[src/belc_defs.svh]
`ifndef BELC_DEFS_SVH
`define BELC_DEFS_SVH

// Register byte offsets on the APB slave
`define BELC_OFF_CMD        12'h000
`define BELC_OFF_PSTS       12'h004
`define BELC_OFF_BCTL       12'h008
`define BELC_OFF_SSTS       12'h00C
`define BELC_OFF_EVDIS      12'h010
`define BELC_OFF_CAUSE      12'h014
`define BELC_OFF_LOCK       12'h018

// Command register fields
`define BELC_CMD_PERR_RESP  1
`define BELC_CMD_SERR_EN    8
// Primary status register fields
`define BELC_PSTS_SIG_SERR  30
// Bridge control register fields
`define BELC_BCTL_PERR_RESP 0
`define BELC_BCTL_SERR_FWD  1
`define BELC_BCTL_MA_MODE   5
`define BELC_BCTL_MTO_SERR  11
// Secondary status register fields
`define BELC_SSTS_RCV_SERR  30

// Cause and disable bit positions, one per system-error event
`define BELC_EV_PW_PERR     0
`define BELC_EV_PW_TABORT   1
`define BELC_EV_PW_MABORT   2
`define BELC_EV_PW_DISCARD  3
`define BELC_EV_DW_DISCARD  4
`define BELC_EV_DR_GIVEUP   5
`define BELC_EV_MTIMEOUT    6
`define BELC_EV_SEC_SERR    7
`define BELC_EV_COUNT       8

// Reset values
`define BELC_RST_CMD        16'h0000
`define BELC_RST_BCTL       16'h0000
`define BELC_RST_EVDIS      8'h00

// Retry threshold before discard
`define BELC_RETRY_LIMIT    16777216

// Memory read command code
`define BELC_CMD_MEM_READ   4'h6

`endif

[src/belc_pkg.sv]
`default_nettype none
package belc_pkg;
    typedef enum logic [2:0] {
        BELC_LK_IDLE   = 3'b000,
        BELC_LK_QUEUED = 3'b001,
        BELC_LK_WAIT   = 3'b010,
        BELC_LK_ISSUE  = 3'b011,
        BELC_LK_HOLD   = 3'b100,
        BELC_LK_ABORT  = 3'b101,
        BELC_LK_LOCKED = 3'b110
    } belc_lock_state_t;

    typedef enum logic [1:0] {
        BELC_ENT_POSTED  = 2'b00,
        BELC_ENT_DWRITE  = 2'b01,
        BELC_ENT_DREAD   = 2'b10
    } belc_entry_kind_t;
endpackage
`default_nettype wire

[src/belc_error_lock.sv]
`include "belc_defs.svh"
`default_nettype none
module belc_error_lock
    import belc_pkg::*;
#(
    parameter int ENTRIES     = 4,
    parameter int RETRY_LIMIT = `BELC_RETRY_LIMIT
) (
    input  wire logic               pclk,
    input  wire logic               presetn,
    input  wire logic               psel,
    input  wire logic               penable,
    input  wire logic               pwrite,
    input  wire logic [11:0]        paddr,
    input  wire logic [31:0]        pwdata,
    output logic [31:0]             prdata,
    output logic                    pready,
    output logic                    pslverr,
    input  wire logic               sec_data_parity_err,
    input  wire logic               sec_target_write,
    input  wire logic               sec_initiator_read,
    input  wire logic               up_dwrite_completion,
    input  wire logic               primary_parity_error_n,
    input  wire logic               pw_parity_reported,
    input  wire logic               pw_parity_self_detected,
    input  wire logic               pw_target_abort,
    input  wire logic               pw_master_abort,
    input  wire logic               dt_master_timeout,
    input  wire logic               secondary_system_error_in_n,
    input  wire logic [ENTRIES-1:0] entry_retry,
    input  wire logic [ENTRIES-1:0] entry_done,
    input  wire logic [2*ENTRIES-1:0] entry_kind,
    output logic [ENTRIES-1:0]      entry_discard,
    output logic                    secondary_parity_error_n_o,
    output logic                    secondary_parity_error_oe_n,
    output logic                    primary_system_error_n_o,
    output logic                    primary_system_error_oe_n,
    input  wire logic               lk_first,
    input  wire logic               lk_upstream,
    input  wire logic [3:0]         lk_cmd,
    input  wire logic               sec_lock_other,
    input  wire logic               sec_lock_in_n,
    input  wire logic               sec_bus_idle,
    input  wire logic               prior_queue_empty,
    input  wire logic               sec_read_ok,
    input  wire logic               sec_read_tabort,
    input  wire logic               sec_read_mabort,
    input  wire logic               pri_repeat_match,
    input  wire logic               lk_master_timeout,
    input  wire logic               lk_release,
    output logic                    lk_retry,
    output logic                    lk_master_abort,
    output logic                    lk_queue,
    output logic                    lk_sec_request,
    output logic                    sec_lock_out_n,
    output logic                    lk_return_data,
    output logic                    lk_return_tabort,
    output logic                    lk_return_mabort,
    output logic                    lk_cross_retry,
    output logic                    lk_no_prefetch,
    output logic                    lk_forward_locked,
    output logic                    lk_upstream_pass
);
    localparam int CW = $clog2(RETRY_LIMIT) + 1;
    localparam logic [CW-1:0] LAST_RETRY = CW'(RETRY_LIMIT - 1);
    typedef struct packed {
        logic [15:0]                 cmd;
        logic [15:0]                 bctl;
        logic [`BELC_EV_COUNT-1:0]   evdis;
        logic [`BELC_EV_COUNT-1:0]   cause;
        logic                        sig_serr;
        logic                        rcv_serr;
        logic [31:0]                 rdata;
        logic                        sperr;
        logic                        pserr;
        logic [ENTRIES-1:0]          discard;
        logic [ENTRIES-1:0][CW-1:0]  cnt;
        belc_lock_state_t            lk;
        logic                        lk_aborted_ma;
        logic                        sec_lock_drv;
        logic                        retry;
        logic                        mabort;
        logic                        queue;
        logic                        sec_req;
        logic                        ret_data;
        logic                        ret_ta;
        logic                        ret_ma;
        logic                        up_pass;
    } belc_state_t;
    belc_state_t st_reg;
    belc_state_t st_next;
    // Register address decode, shared by the write accept and the error answer
    function automatic logic addr_mapped(input logic [11:0] a);
        addr_mapped = (a == `BELC_OFF_CMD)   || (a == `BELC_OFF_PSTS)  ||
                      (a == `BELC_OFF_BCTL)  || (a == `BELC_OFF_SSTS)  ||
                      (a == `BELC_OFF_EVDIS) || (a == `BELC_OFF_CAUSE) ||
                      (a == `BELC_OFF_LOCK);
    endfunction
    logic         wr_acc;
    logic         rd_setup;
    logic         serr_en;
    logic         perr_pri;
    logic         perr_sec;
    logic [`BELC_EV_COUNT-1:0] ev_raw;
    logic [`BELC_EV_COUNT-1:0] ev_gate;
    logic         serr_fire;
    logic [ENTRIES-1:0] hit_limit;
    logic         lk_timeout_ev;
    logic [31:0]  rd_val;
    assign wr_acc   = psel && penable && pwrite && addr_mapped(paddr);
    assign rd_setup = psel && !penable && !pwrite;
    assign serr_en  = st_reg.cmd[`BELC_CMD_SERR_EN];
    assign perr_pri = st_reg.cmd[`BELC_CMD_PERR_RESP];
    assign perr_sec = st_reg.bctl[`BELC_BCTL_PERR_RESP];
    // Zero wait states: read data is captured during the setup phase
    assign pready  = 1'b1;
    assign pslverr = psel && penable && !addr_mapped(paddr);
    assign prdata  = st_reg.rdata;
    // Retry counters reaching the threshold on this retry
    genvar gi;
    generate
        for (gi = 0; gi < ENTRIES; gi++) begin : g_hit
            assign hit_limit[gi] = entry_retry[gi] && !entry_done[gi] &&
                                   (st_reg.cnt[gi] == LAST_RETRY);
        end
    endgenerate
    // Locked read timeout only counts while the locked read is outstanding
    assign lk_timeout_ev = lk_master_timeout && (st_reg.lk == BELC_LK_HOLD);
    // Raw system-error events before the disable bits and the timeout, forwarding and SERR enables
    always_comb begin
        ev_raw = '0;
        ev_raw[`BELC_EV_PW_PERR]   = pw_parity_reported && !pw_parity_self_detected
                                     && perr_pri && perr_sec;
        ev_raw[`BELC_EV_PW_TABORT] = pw_target_abort;
        ev_raw[`BELC_EV_PW_MABORT] = pw_master_abort &&
                                     st_reg.bctl[`BELC_BCTL_MA_MODE];
        ev_raw[`BELC_EV_MTIMEOUT]  = dt_master_timeout || lk_timeout_ev;
        ev_raw[`BELC_EV_SEC_SERR]  = !secondary_system_error_in_n;
        for (int i = 0; i < ENTRIES; i++) begin
            if (hit_limit[i]) begin
                case (belc_entry_kind_t'(entry_kind[2*i +: 2]))
                    BELC_ENT_POSTED: ev_raw[`BELC_EV_PW_DISCARD] = 1'b1;
                    BELC_ENT_DWRITE: ev_raw[`BELC_EV_DW_DISCARD] = 1'b1;
                    BELC_ENT_DREAD:  ev_raw[`BELC_EV_DR_GIVEUP]  = 1'b1;
                    default:         ev_raw[`BELC_EV_DR_GIVEUP]  = 1'b1;
                endcase
            end
        end
    end
    // Per-event gating: disable bits, except timeout and forwarding with their own enables
    always_comb begin
        ev_gate = ev_raw & ~st_reg.evdis;
        ev_gate[`BELC_EV_MTIMEOUT] = ev_raw[`BELC_EV_MTIMEOUT] &&
                                     st_reg.bctl[`BELC_BCTL_MTO_SERR];
        ev_gate[`BELC_EV_SEC_SERR] = ev_raw[`BELC_EV_SEC_SERR] &&
                                     st_reg.bctl[`BELC_BCTL_SERR_FWD];
    end
    assign serr_fire = serr_en && (|ev_gate);
    // Read mux for the register file
    always_comb begin
        rd_val = 32'h0000_0000;
        case (paddr)
            `BELC_OFF_CMD:   rd_val[15:0] = st_reg.cmd;
            `BELC_OFF_PSTS:  rd_val[`BELC_PSTS_SIG_SERR] = st_reg.sig_serr;
            `BELC_OFF_BCTL:  rd_val[15:0] = st_reg.bctl;
            `BELC_OFF_SSTS:  rd_val[`BELC_SSTS_RCV_SERR] = st_reg.rcv_serr;
            `BELC_OFF_EVDIS: rd_val[`BELC_EV_COUNT-1:0] = st_reg.evdis;
            `BELC_OFF_CAUSE: rd_val[`BELC_EV_COUNT-1:0] = st_reg.cause;
            `BELC_OFF_LOCK:  rd_val[2:0] = st_reg.lk;
            default:         rd_val = 32'h0000_0000;
        endcase
    end

    // Next-state logic for all block state
    always_comb begin
        st_next = st_reg;
        st_next.retry    = 1'b0;
        st_next.mabort   = 1'b0;
        st_next.queue    = 1'b0;
        st_next.sec_req  = 1'b0;
        st_next.ret_data = 1'b0;
        st_next.ret_ta   = 1'b0;
        st_next.ret_ma   = 1'b0;
        st_next.up_pass  = 1'b0;
        st_next.discard  = hit_limit;
        // Register writes; status bits are write-one-to-clear
        if (rd_setup) begin
            st_next.rdata = rd_val;
        end
        if (wr_acc) begin
            case (paddr)
                `BELC_OFF_CMD:   st_next.cmd   = pwdata[15:0];
                `BELC_OFF_BCTL:  st_next.bctl  = pwdata[15:0];
                `BELC_OFF_EVDIS: st_next.evdis = pwdata[`BELC_EV_COUNT-1:0];
                `BELC_OFF_PSTS:  if (pwdata[`BELC_PSTS_SIG_SERR]) st_next.sig_serr = 1'b0;
                `BELC_OFF_SSTS:  if (pwdata[`BELC_SSTS_RCV_SERR]) st_next.rcv_serr = 1'b0;
                `BELC_OFF_CAUSE: st_next.cause = st_reg.cause & ~pwdata[`BELC_EV_COUNT-1:0];
                default:         st_next.cmd   = st_reg.cmd;
            endcase
        end
        // Hardware sets come after the clears so a same-cycle event is kept
        if (serr_fire) begin
            st_next.sig_serr = 1'b1;
            st_next.cause = st_next.cause | ev_gate;
        end
        if (ev_gate[`BELC_EV_SEC_SERR]) begin
            st_next.rcv_serr = 1'b1;
        end
        // Parity-error pin: secondary role check or primary echo on upstream delayed write
        st_next.sperr = (((sec_target_write || sec_initiator_read) && sec_data_parity_err)
                         && perr_sec)
                     || (up_dwrite_completion && !primary_parity_error_n
                         && perr_pri && perr_sec);
        st_next.pserr = serr_fire;
        // Retry counters, one per queued entry; completion wins over a retry
        for (int i = 0; i < ENTRIES; i++) begin
            if (entry_done[i] || hit_limit[i]) begin
                st_next.cnt[i] = '0;
            end else if (entry_retry[i]) begin
                st_next.cnt[i] = st_reg.cnt[i] + CW'(1);
            end
        end
        // Upstream locked requests are forwarded as plain ones
        if (lk_first && lk_upstream) begin
            st_next.up_pass = 1'b1;
        end
        // Cross-bridge lock sequencer; idle leaves each bus lock to its own masters
        case (st_reg.lk)
            BELC_LK_IDLE: begin
                st_next.sec_lock_drv = 1'b0;
                if (lk_first && !lk_upstream) begin
                    if (sec_lock_other) begin
                        st_next.retry = 1'b1;
                    end else if (lk_cmd != `BELC_CMD_MEM_READ) begin
                        st_next.mabort = 1'b1;
                    end else begin
                        st_next.queue = 1'b1;
                        st_next.lk = BELC_LK_QUEUED;
                    end
                end
            end
            BELC_LK_QUEUED: begin
                // Earlier queued traffic drains first
                if (prior_queue_empty) begin
                    st_next.lk = BELC_LK_WAIT;
                end
            end
            BELC_LK_WAIT: begin
                // Another master holds the secondary lock: no bus request yet
                if (sec_lock_in_n && sec_bus_idle) begin
                    st_next.sec_req = 1'b1;
                    st_next.lk = BELC_LK_ISSUE;
                end
            end
            BELC_LK_ISSUE: begin
                // Lock stays released for the address phase, asserted one clock later
                st_next.sec_lock_drv = 1'b1;
                if (sec_read_ok) begin
                    st_next.lk = BELC_LK_HOLD;
                end else if (sec_read_tabort || sec_read_mabort) begin
                    st_next.sec_lock_drv  = 1'b0;
                    st_next.lk_aborted_ma = sec_read_mabort;
                    st_next.lk = BELC_LK_ABORT;
                end
            end
            BELC_LK_HOLD: begin
                if (lk_master_timeout) begin
                    st_next.sec_lock_drv = 1'b0;
                    st_next.lk = BELC_LK_IDLE;
                end else if (pri_repeat_match) begin
                    st_next.ret_data = 1'b1;
                    st_next.lk = BELC_LK_LOCKED;
                end
            end
            BELC_LK_ABORT: begin
                if (pri_repeat_match) begin
                    st_next.ret_ta = !st_reg.lk_aborted_ma;
                    st_next.ret_ma = st_reg.lk_aborted_ma;
                    st_next.lk = BELC_LK_IDLE;
                end
            end
            BELC_LK_LOCKED: begin
                if (lk_release) begin
                    st_next.sec_lock_drv = 1'b0;
                    st_next.lk = BELC_LK_IDLE;
                end
            end
            default: begin
                st_next.sec_lock_drv = 1'b0;
                st_next.lk = BELC_LK_IDLE;
            end
        endcase
        // Any new downstream initial lock while one crosses the bridge is retried
        if ((st_reg.lk != BELC_LK_IDLE) && lk_first && !lk_upstream) begin
            st_next.retry = 1'b1;
        end
    end

    // State register
    always_ff @(posedge pclk or negedge presetn) begin
        if (!presetn) begin
            st_reg       <= '0;
            st_reg.cmd   <= `BELC_RST_CMD;
            st_reg.bctl  <= `BELC_RST_BCTL;
            st_reg.evdis <= `BELC_RST_EVDIS;
            st_reg.lk    <= BELC_LK_IDLE;
        end else begin
            st_reg <= st_next;
        end
    end

    // Pins: both error pins only ever pull low, so the enable follows the assertion
    assign secondary_parity_error_n_o  = !st_reg.sperr;
    assign secondary_parity_error_oe_n = !st_reg.sperr;
    assign primary_system_error_n_o    = 1'b0;
    assign primary_system_error_oe_n   = !st_reg.pserr;
    assign entry_discard = st_reg.discard;
    assign sec_lock_out_n  = !st_reg.sec_lock_drv;
    assign lk_retry        = st_reg.retry;
    assign lk_master_abort = st_reg.mabort;
    assign lk_queue        = st_reg.queue;
    assign lk_sec_request  = st_reg.sec_req;
    assign lk_return_data   = st_reg.ret_data;
    assign lk_return_tabort = st_reg.ret_ta;
    assign lk_return_mabort = st_reg.ret_ma;
    assign lk_upstream_pass = st_reg.up_pass;
    // Posting stays allowed; only prefetch and new cross traffic are held off
    assign lk_no_prefetch    = (st_reg.lk != BELC_LK_IDLE);
    assign lk_cross_retry    = (st_reg.lk != BELC_LK_IDLE) &&
                               (st_reg.lk != BELC_LK_LOCKED);
    assign lk_forward_locked = (st_reg.lk == BELC_LK_LOCKED);

    // Checks
    a_serr_needs_en: assert property (@(posedge pclk) disable iff (!presetn)
        !primary_system_error_oe_n |-> $past(st_reg.cmd[`BELC_CMD_SERR_EN]))
        else $error("system error driven without enable");
    a_serr_sets_sts: assert property (@(posedge pclk) disable iff (!presetn)
        !primary_system_error_oe_n |-> st_reg.sig_serr)
        else $error("signaled status not set");
    a_sperr_cause: assert property (@(posedge pclk) disable iff (!presetn)
        !secondary_parity_error_oe_n |-> $past(perr_sec))
        else $error("parity pin without secondary response bit");
    a_fwd_sets_rcv: assert property (@(posedge pclk) disable iff (!presetn)
        (!secondary_system_error_in_n && st_reg.bctl[`BELC_BCTL_SERR_FWD])
        |=> st_reg.rcv_serr)
        else $error("received system error not recorded");
    a_disable_masks: assert property (@(posedge pclk) disable iff (!presetn)
        (st_reg.evdis[`BELC_EV_PW_TABORT] && pw_target_abort && !wr_acc)
        |=> !st_reg.cause[`BELC_EV_PW_TABORT] || $past(st_reg.cause[`BELC_EV_PW_TABORT]))
        else $error("disabled event recorded");
    a_first_memrd: assert property (@(posedge pclk) disable iff (!presetn)
        (st_reg.lk == BELC_LK_IDLE && lk_first && !lk_upstream && !sec_lock_other
         && lk_cmd != `BELC_CMD_MEM_READ) |=> lk_master_abort && st_reg.lk == BELC_LK_IDLE)
        else $error("non memory read first lock not aborted");
    a_lock_retry: assert property (@(posedge pclk) disable iff (!presetn)
        (st_reg.lk != BELC_LK_IDLE && lk_first && !lk_upstream) |=> lk_retry)
        else $error("second cross lock not retried");
    a_lock_one_late: assert property (@(posedge pclk) disable iff (!presetn)
        lk_sec_request |-> sec_lock_out_n ##1 (sec_lock_out_n || st_reg.lk == BELC_LK_ISSUE))
        else $error("lock asserted during address phase");
    a_wait_sec_lock: assert property (@(posedge pclk) disable iff (!presetn)
        $rose(lk_sec_request) |-> $past(sec_lock_in_n) && $past(sec_bus_idle))
        else $error("request while secondary lock busy");
    a_timeout_drop: assert property (@(posedge pclk) disable iff (!presetn)
        (st_reg.lk == BELC_LK_HOLD && lk_master_timeout)
        |=> sec_lock_out_n && st_reg.lk == BELC_LK_IDLE)
        else $error("lock kept after timeout");
    a_up_no_lock: assert property (@(posedge pclk) disable iff (!presetn)
        (st_reg.lk == BELC_LK_IDLE && lk_first && lk_upstream)
        |=> lk_upstream_pass && st_reg.lk == BELC_LK_IDLE)
        else $error("upstream lock not passed plainly");
endmodule
`default_nettype wire

[config.mk]
export PLATFORM = sky130hd
export DESIGN_NAME = belc_error_lock
export DESIGN_NICKNAME = d
export VERILOG_FILES = /design/src/belc_pkg.sv /design/src/belc_error_lock.sv
export VERILOG_INCLUDE_DIRS = /design/src /design/src/src
export SDC_FILE = /design/constraint.sdc
export NUM_CORES = 1
export LEC_CHECK = 0
export BUFFER_PORTS_ARGS = -buffer_cell sky130_fd_sc_hd__buf_4
export CAP_MARGIN = 20
export CORE_AREA = 3 3 181 183
export DETAILED_ROUTE_END_ITERATION = 10
export DIE_AREA = 0 0 184 186
export PLACE_DENSITY = 0.56
export RECOVER_POWER = 25
export SLEW_MARGIN = 20
export SYNTH_ARGS = -nofsm -noshare
export SYNTH_HDL_FRONTEND = slang
export SYNTH_SLANG_ARGS = --single-unit
[constraint.sdc]
create_clock -name pclk -period 5.8 [get_ports pclk]
set_clock_uncertainty 0.2 [all_clocks]
set_input_delay 0.29 -clock pclk [delete_from_list [all_inputs] [get_ports pclk]]
set_output_delay 0.29 -clock pclk [all_outputs]
set_load 0.01 [all_outputs]
==> results.rst <==
.. list-table::
   :header-rows: 1

   * - Metric
     - Value
   * - Wire length of the first global-routing pass
     - 35600 µm
   * - Fraction of the mapped netlist area in adder cells
     - 0.538%
   * - CP Launch Type
     - register
   * - RSZ-0062 raised after global routing
     - false
   * - Final Power
     - 2.87 mW
   * - Max cap viols
     - 0
   * - DRT Wirelength
     - 21800 µm
   * - Most frequent standard cell in the layout excluding fill and tap cells
     - dfrtp_1
   * - Highest clock frequency the design can meet
     - 326 MHz
   * - Last weighted congestion value of the routability-driven placer
     - 0.799
   * - Worst setup EP type
     - register
   * - Starting DRT DRC Count
     - 415
   * - DRT Pass-1 Iters
     - 5
   * - Maximum fanout along the worst path
     - 22
   * - Worst min path class
     - in -> reg
   * - Std-Cell Rows
     - 65
   * - Proportion of total power due to net switching
     - 25.2%
   * - Die Footprint
     - 34200 µm²
   * - Most frequent cells in the layout
     - dfrtp_1, nor2_1, buf_4
   * - Largest net degree at the start of global routing
     - 67
   * - RR Startpoint
     - st_reg[38]
   * - Initial antenna violation count
     - 2
   * - Net switching power
     - 722 µW
   * - Flip-flop count of the largest register after layout
     - 154
   * - Xor/xnor share of the synthesized area
     - 7.91%
   * - Io pins
     - 146
   * - Max Slew Vio Count
     - 0
   * - Vias per cell
     - 4.71
   * - Required arrival time at the worst endpoint
     - 5.87 ns
   * - Area of combinational cells with multiple inputs
     - 4150 µm²
   * - Die height
     - 186 µm
   * - Clock group share of total power
     - 41.6%
   * - Hold Fails Final Rpt
     - 0
   * - Simple-gate share of the synthesized area
     - 21.8%
   * - Clock input transition at the sequential cells of the worst setup and hold paths
     - 0.07 ns
   * - TritonCTS clock tree
     - done
   * - Sum of overflow across all layers after global routing
     - 0
   * - Peak supply drop
     - 193 µV
   * - Share of flip-flops with an asynchronous set or reset
     - 100%
   * - Fraction of layout cells with a size suffix above 1
     - 15.7%
   * - Crit path time final
     - 3.07 ns
   * - Combined flip-flop and latch cell area
     - 4650 µm²
   * - Library cell used as clock root buffer
     - clkbuf_16
   * - Fillers
     - 3192
   * - Hold wc startpoint
     - secondary_system_error_in_n
   * - Horiz. Die Dim
     - 184 µm
   * - Internal power
     - 2.15 mW
   * - Sequential Power Share
     - 47.9%
   * - EDFF count, synth
     - 0
   * - Sum Neg Setup Slack
     - 0 ns
   * - Count of state elements after synthesis
     - 186
   * - Seq/Total Area, Yosys
     - 50.1%
   * - Number of buffers added by the clock tree synthesis step
     - 17
   * - Post-route cell area
     - 11200 µm²
   * - Yosys warning total
     - 0
   * - Via count of the first global-routing pass
     - 6875
   * - Tightest Pin Transition
     - 0.925 ns
   * - Pleak
     - 4.94 nW
   * - Fraction of synthesized area in multiplexers
     - 5.92%
   * - Post-route antenna net violation count
     - 0
   * - Unique masters post-synth
     - 60
   * - Most instantiated flip-flop cell in the synthesis netlist
     - dfrtp_1
   * - Worst setup path category
     - reg -> reg
   * - Routed wirelength normalized by instance count
     - 14.9 µm
   * - Total clock sinks
     - 186
   * - Share of the synthesized area in compound gates (AO/OA/AOI/OAI)
     - 7.79%
   * - Depth of the CTS H-tree
     - 4
   * - Post-cts gate resize count
     - 0
   * - PortBufs
     - 113
   * - DRC violations left
     - 0
   * - Data arrival at the endpoint of the critical path
     - 3.14 ns
   * - Std-Cell Core Area
     - 31400 µm²
   * - Relative slew slack
     - 37.8%
   * - Syn Inst Count
     - 921
   * - Area growth from synthesis to layout
     - 20.7%
   * - CP Launch Point
     - st_reg[38]
   * - Final setup violation count
     - 0
   * - Total routing resource utilization after global routing
     - 13.0%
   * - Part of the cycle the worst path needs
     - 52.9%
   * - Share of total power in combinational logic
     - 10.4%
   * - Final #Nets
     - 1143
   * - Power Density
     - 256 nW/µm²
   * - Starting utilization of the core area
     - 29.6%
   * - Number of vias after detailed routing
     - 6892
   * - Post-synthesis cell area
     - 9300 µm²
   * - Buffers from clock root to sink, at most
     - 2
   * - Outcome
     - finished clean
   * - Avg Inst Size Synth
     - 10.1 µm²
   * - Placement-stage cell area
     - 10300 µm²
   * - Largest family of logic cells by synthesized area
     - simple AND/OR/NAND/NOR gates
   * - Worst-Skew Late Latency
     - 0.43 ns
   * - HPWL reported at the end of detailed placement
     - 15500 µm
## path summary, 6_finish.rpt
| kind | slack [ns] | to | depth (start not counted) |
|---|---|---|---|
| setup / recovery | 2.73 | st_reg[49] | 6 |
| hold / removal | 0.02 | st_reg[151] | 3 |
| setup reg to reg | 2.73 | st_reg[49] | 6 |
| hold reg to reg | 0.25 | lk_return_tabort | 1 |
| max in group asynchronous | 3.93 | prdata[8] | 3 |
| min in group asynchronous | 0.23 | st_reg[67] | 2 |
## power by group through the flow
stage               clock network, mW  logic [mW]  registers (mW)
finish                           1.19       0.300            1.37
floorplan                           0       0.176            1.37
global route                     1.28       0.342            1.38
CTS                              1.24       0.312            1.37
detailed placement                  0       0.284            1.40
global placement                    0       0.282            1.40
## synth_stat cells, drive strengths merged, types with 9 or more instances
library cell	instances	area, µm²
nand4	31	194
a22o	10	87.6
and2	9	56.3
nor3	23	120
a22oi	19	143
inv	20	75.1
buf	54	400
nand3	43	215
nor4	13	96.3
xor2	55	482
o21ai	26	130
nor2	133	499
a21oi	15	75.1
xnor2	29	254
clkbuf	19	71.3
dfrtp	186	4650
nor2b	9	56.3
mux2	42	510
nand2b	20	133
nand2	74	278
## per-layer routing
metal  up-vias  track usage (%)  wire, µm
li1       3381                -         -
met1      3364             17.7     10200
met2       124             20.9     10300
met3        21             2.89      1010
met4         2             4.05       286
met5         -                0         7
## logic make-up (layout without fill, tap and decap cells)
| logic type | Yosys count | in the layout |
|---|---|---|
| adders and majority gates | 4 | 4 |
| AOI/OAI and AO/OA | 102 | 102 |
| xor gates and xnor gates | 84 | 84 |
| DFF | 186 | 186 |
| buffers and inverters | 93 | 216 |
| other | 2 | 18 |
| muxes | 46 | 46 |
| and+or+nand+nor | 404 | 404 |
## critical path, stage by stage (launching register included)
cell and delay (ns):
dfrtp_1 0.38, ha_1 0.21, nand4_1 0.22, nor4b_1 0.79, nand3_1 0.29, nand2b_1 0.68
nor2_1 0.13
## cell type report
type	count	area share, %
clock inverters	13	1.49
well taps	402	4.48
repair buffers	165	11.0
diodes	1	0.0223
inverters	20	0.669
flip-flops and latches	186	41.5
clock buffers	18	3.83
multi-input cells	657	37.0
## through the flow
step	std cells	utilization (%)	hold WS, ns	worst slack [ns]
2_1_floorplan	936	-	-0.206	3.53
4_1_cts	1460	36.1	0.00631	2.73
3_5_place_dp	1382	32.7	0.142	2.42
5_1_grt	1462	35.7	0.0278	2.39
6_report	1462	35.7	0.0232	2.73
3_3_place_gp	1382	32.7	0.140	2.48
## repair_timing
| action | CTS | global route |
|---|---|---|
| setup buffers | 0 | 0 |
| hold buffers | 47 | 0 |
| endpoints found under the hold margin | 136 | 0 |
(Power assumes the default switching activity.)
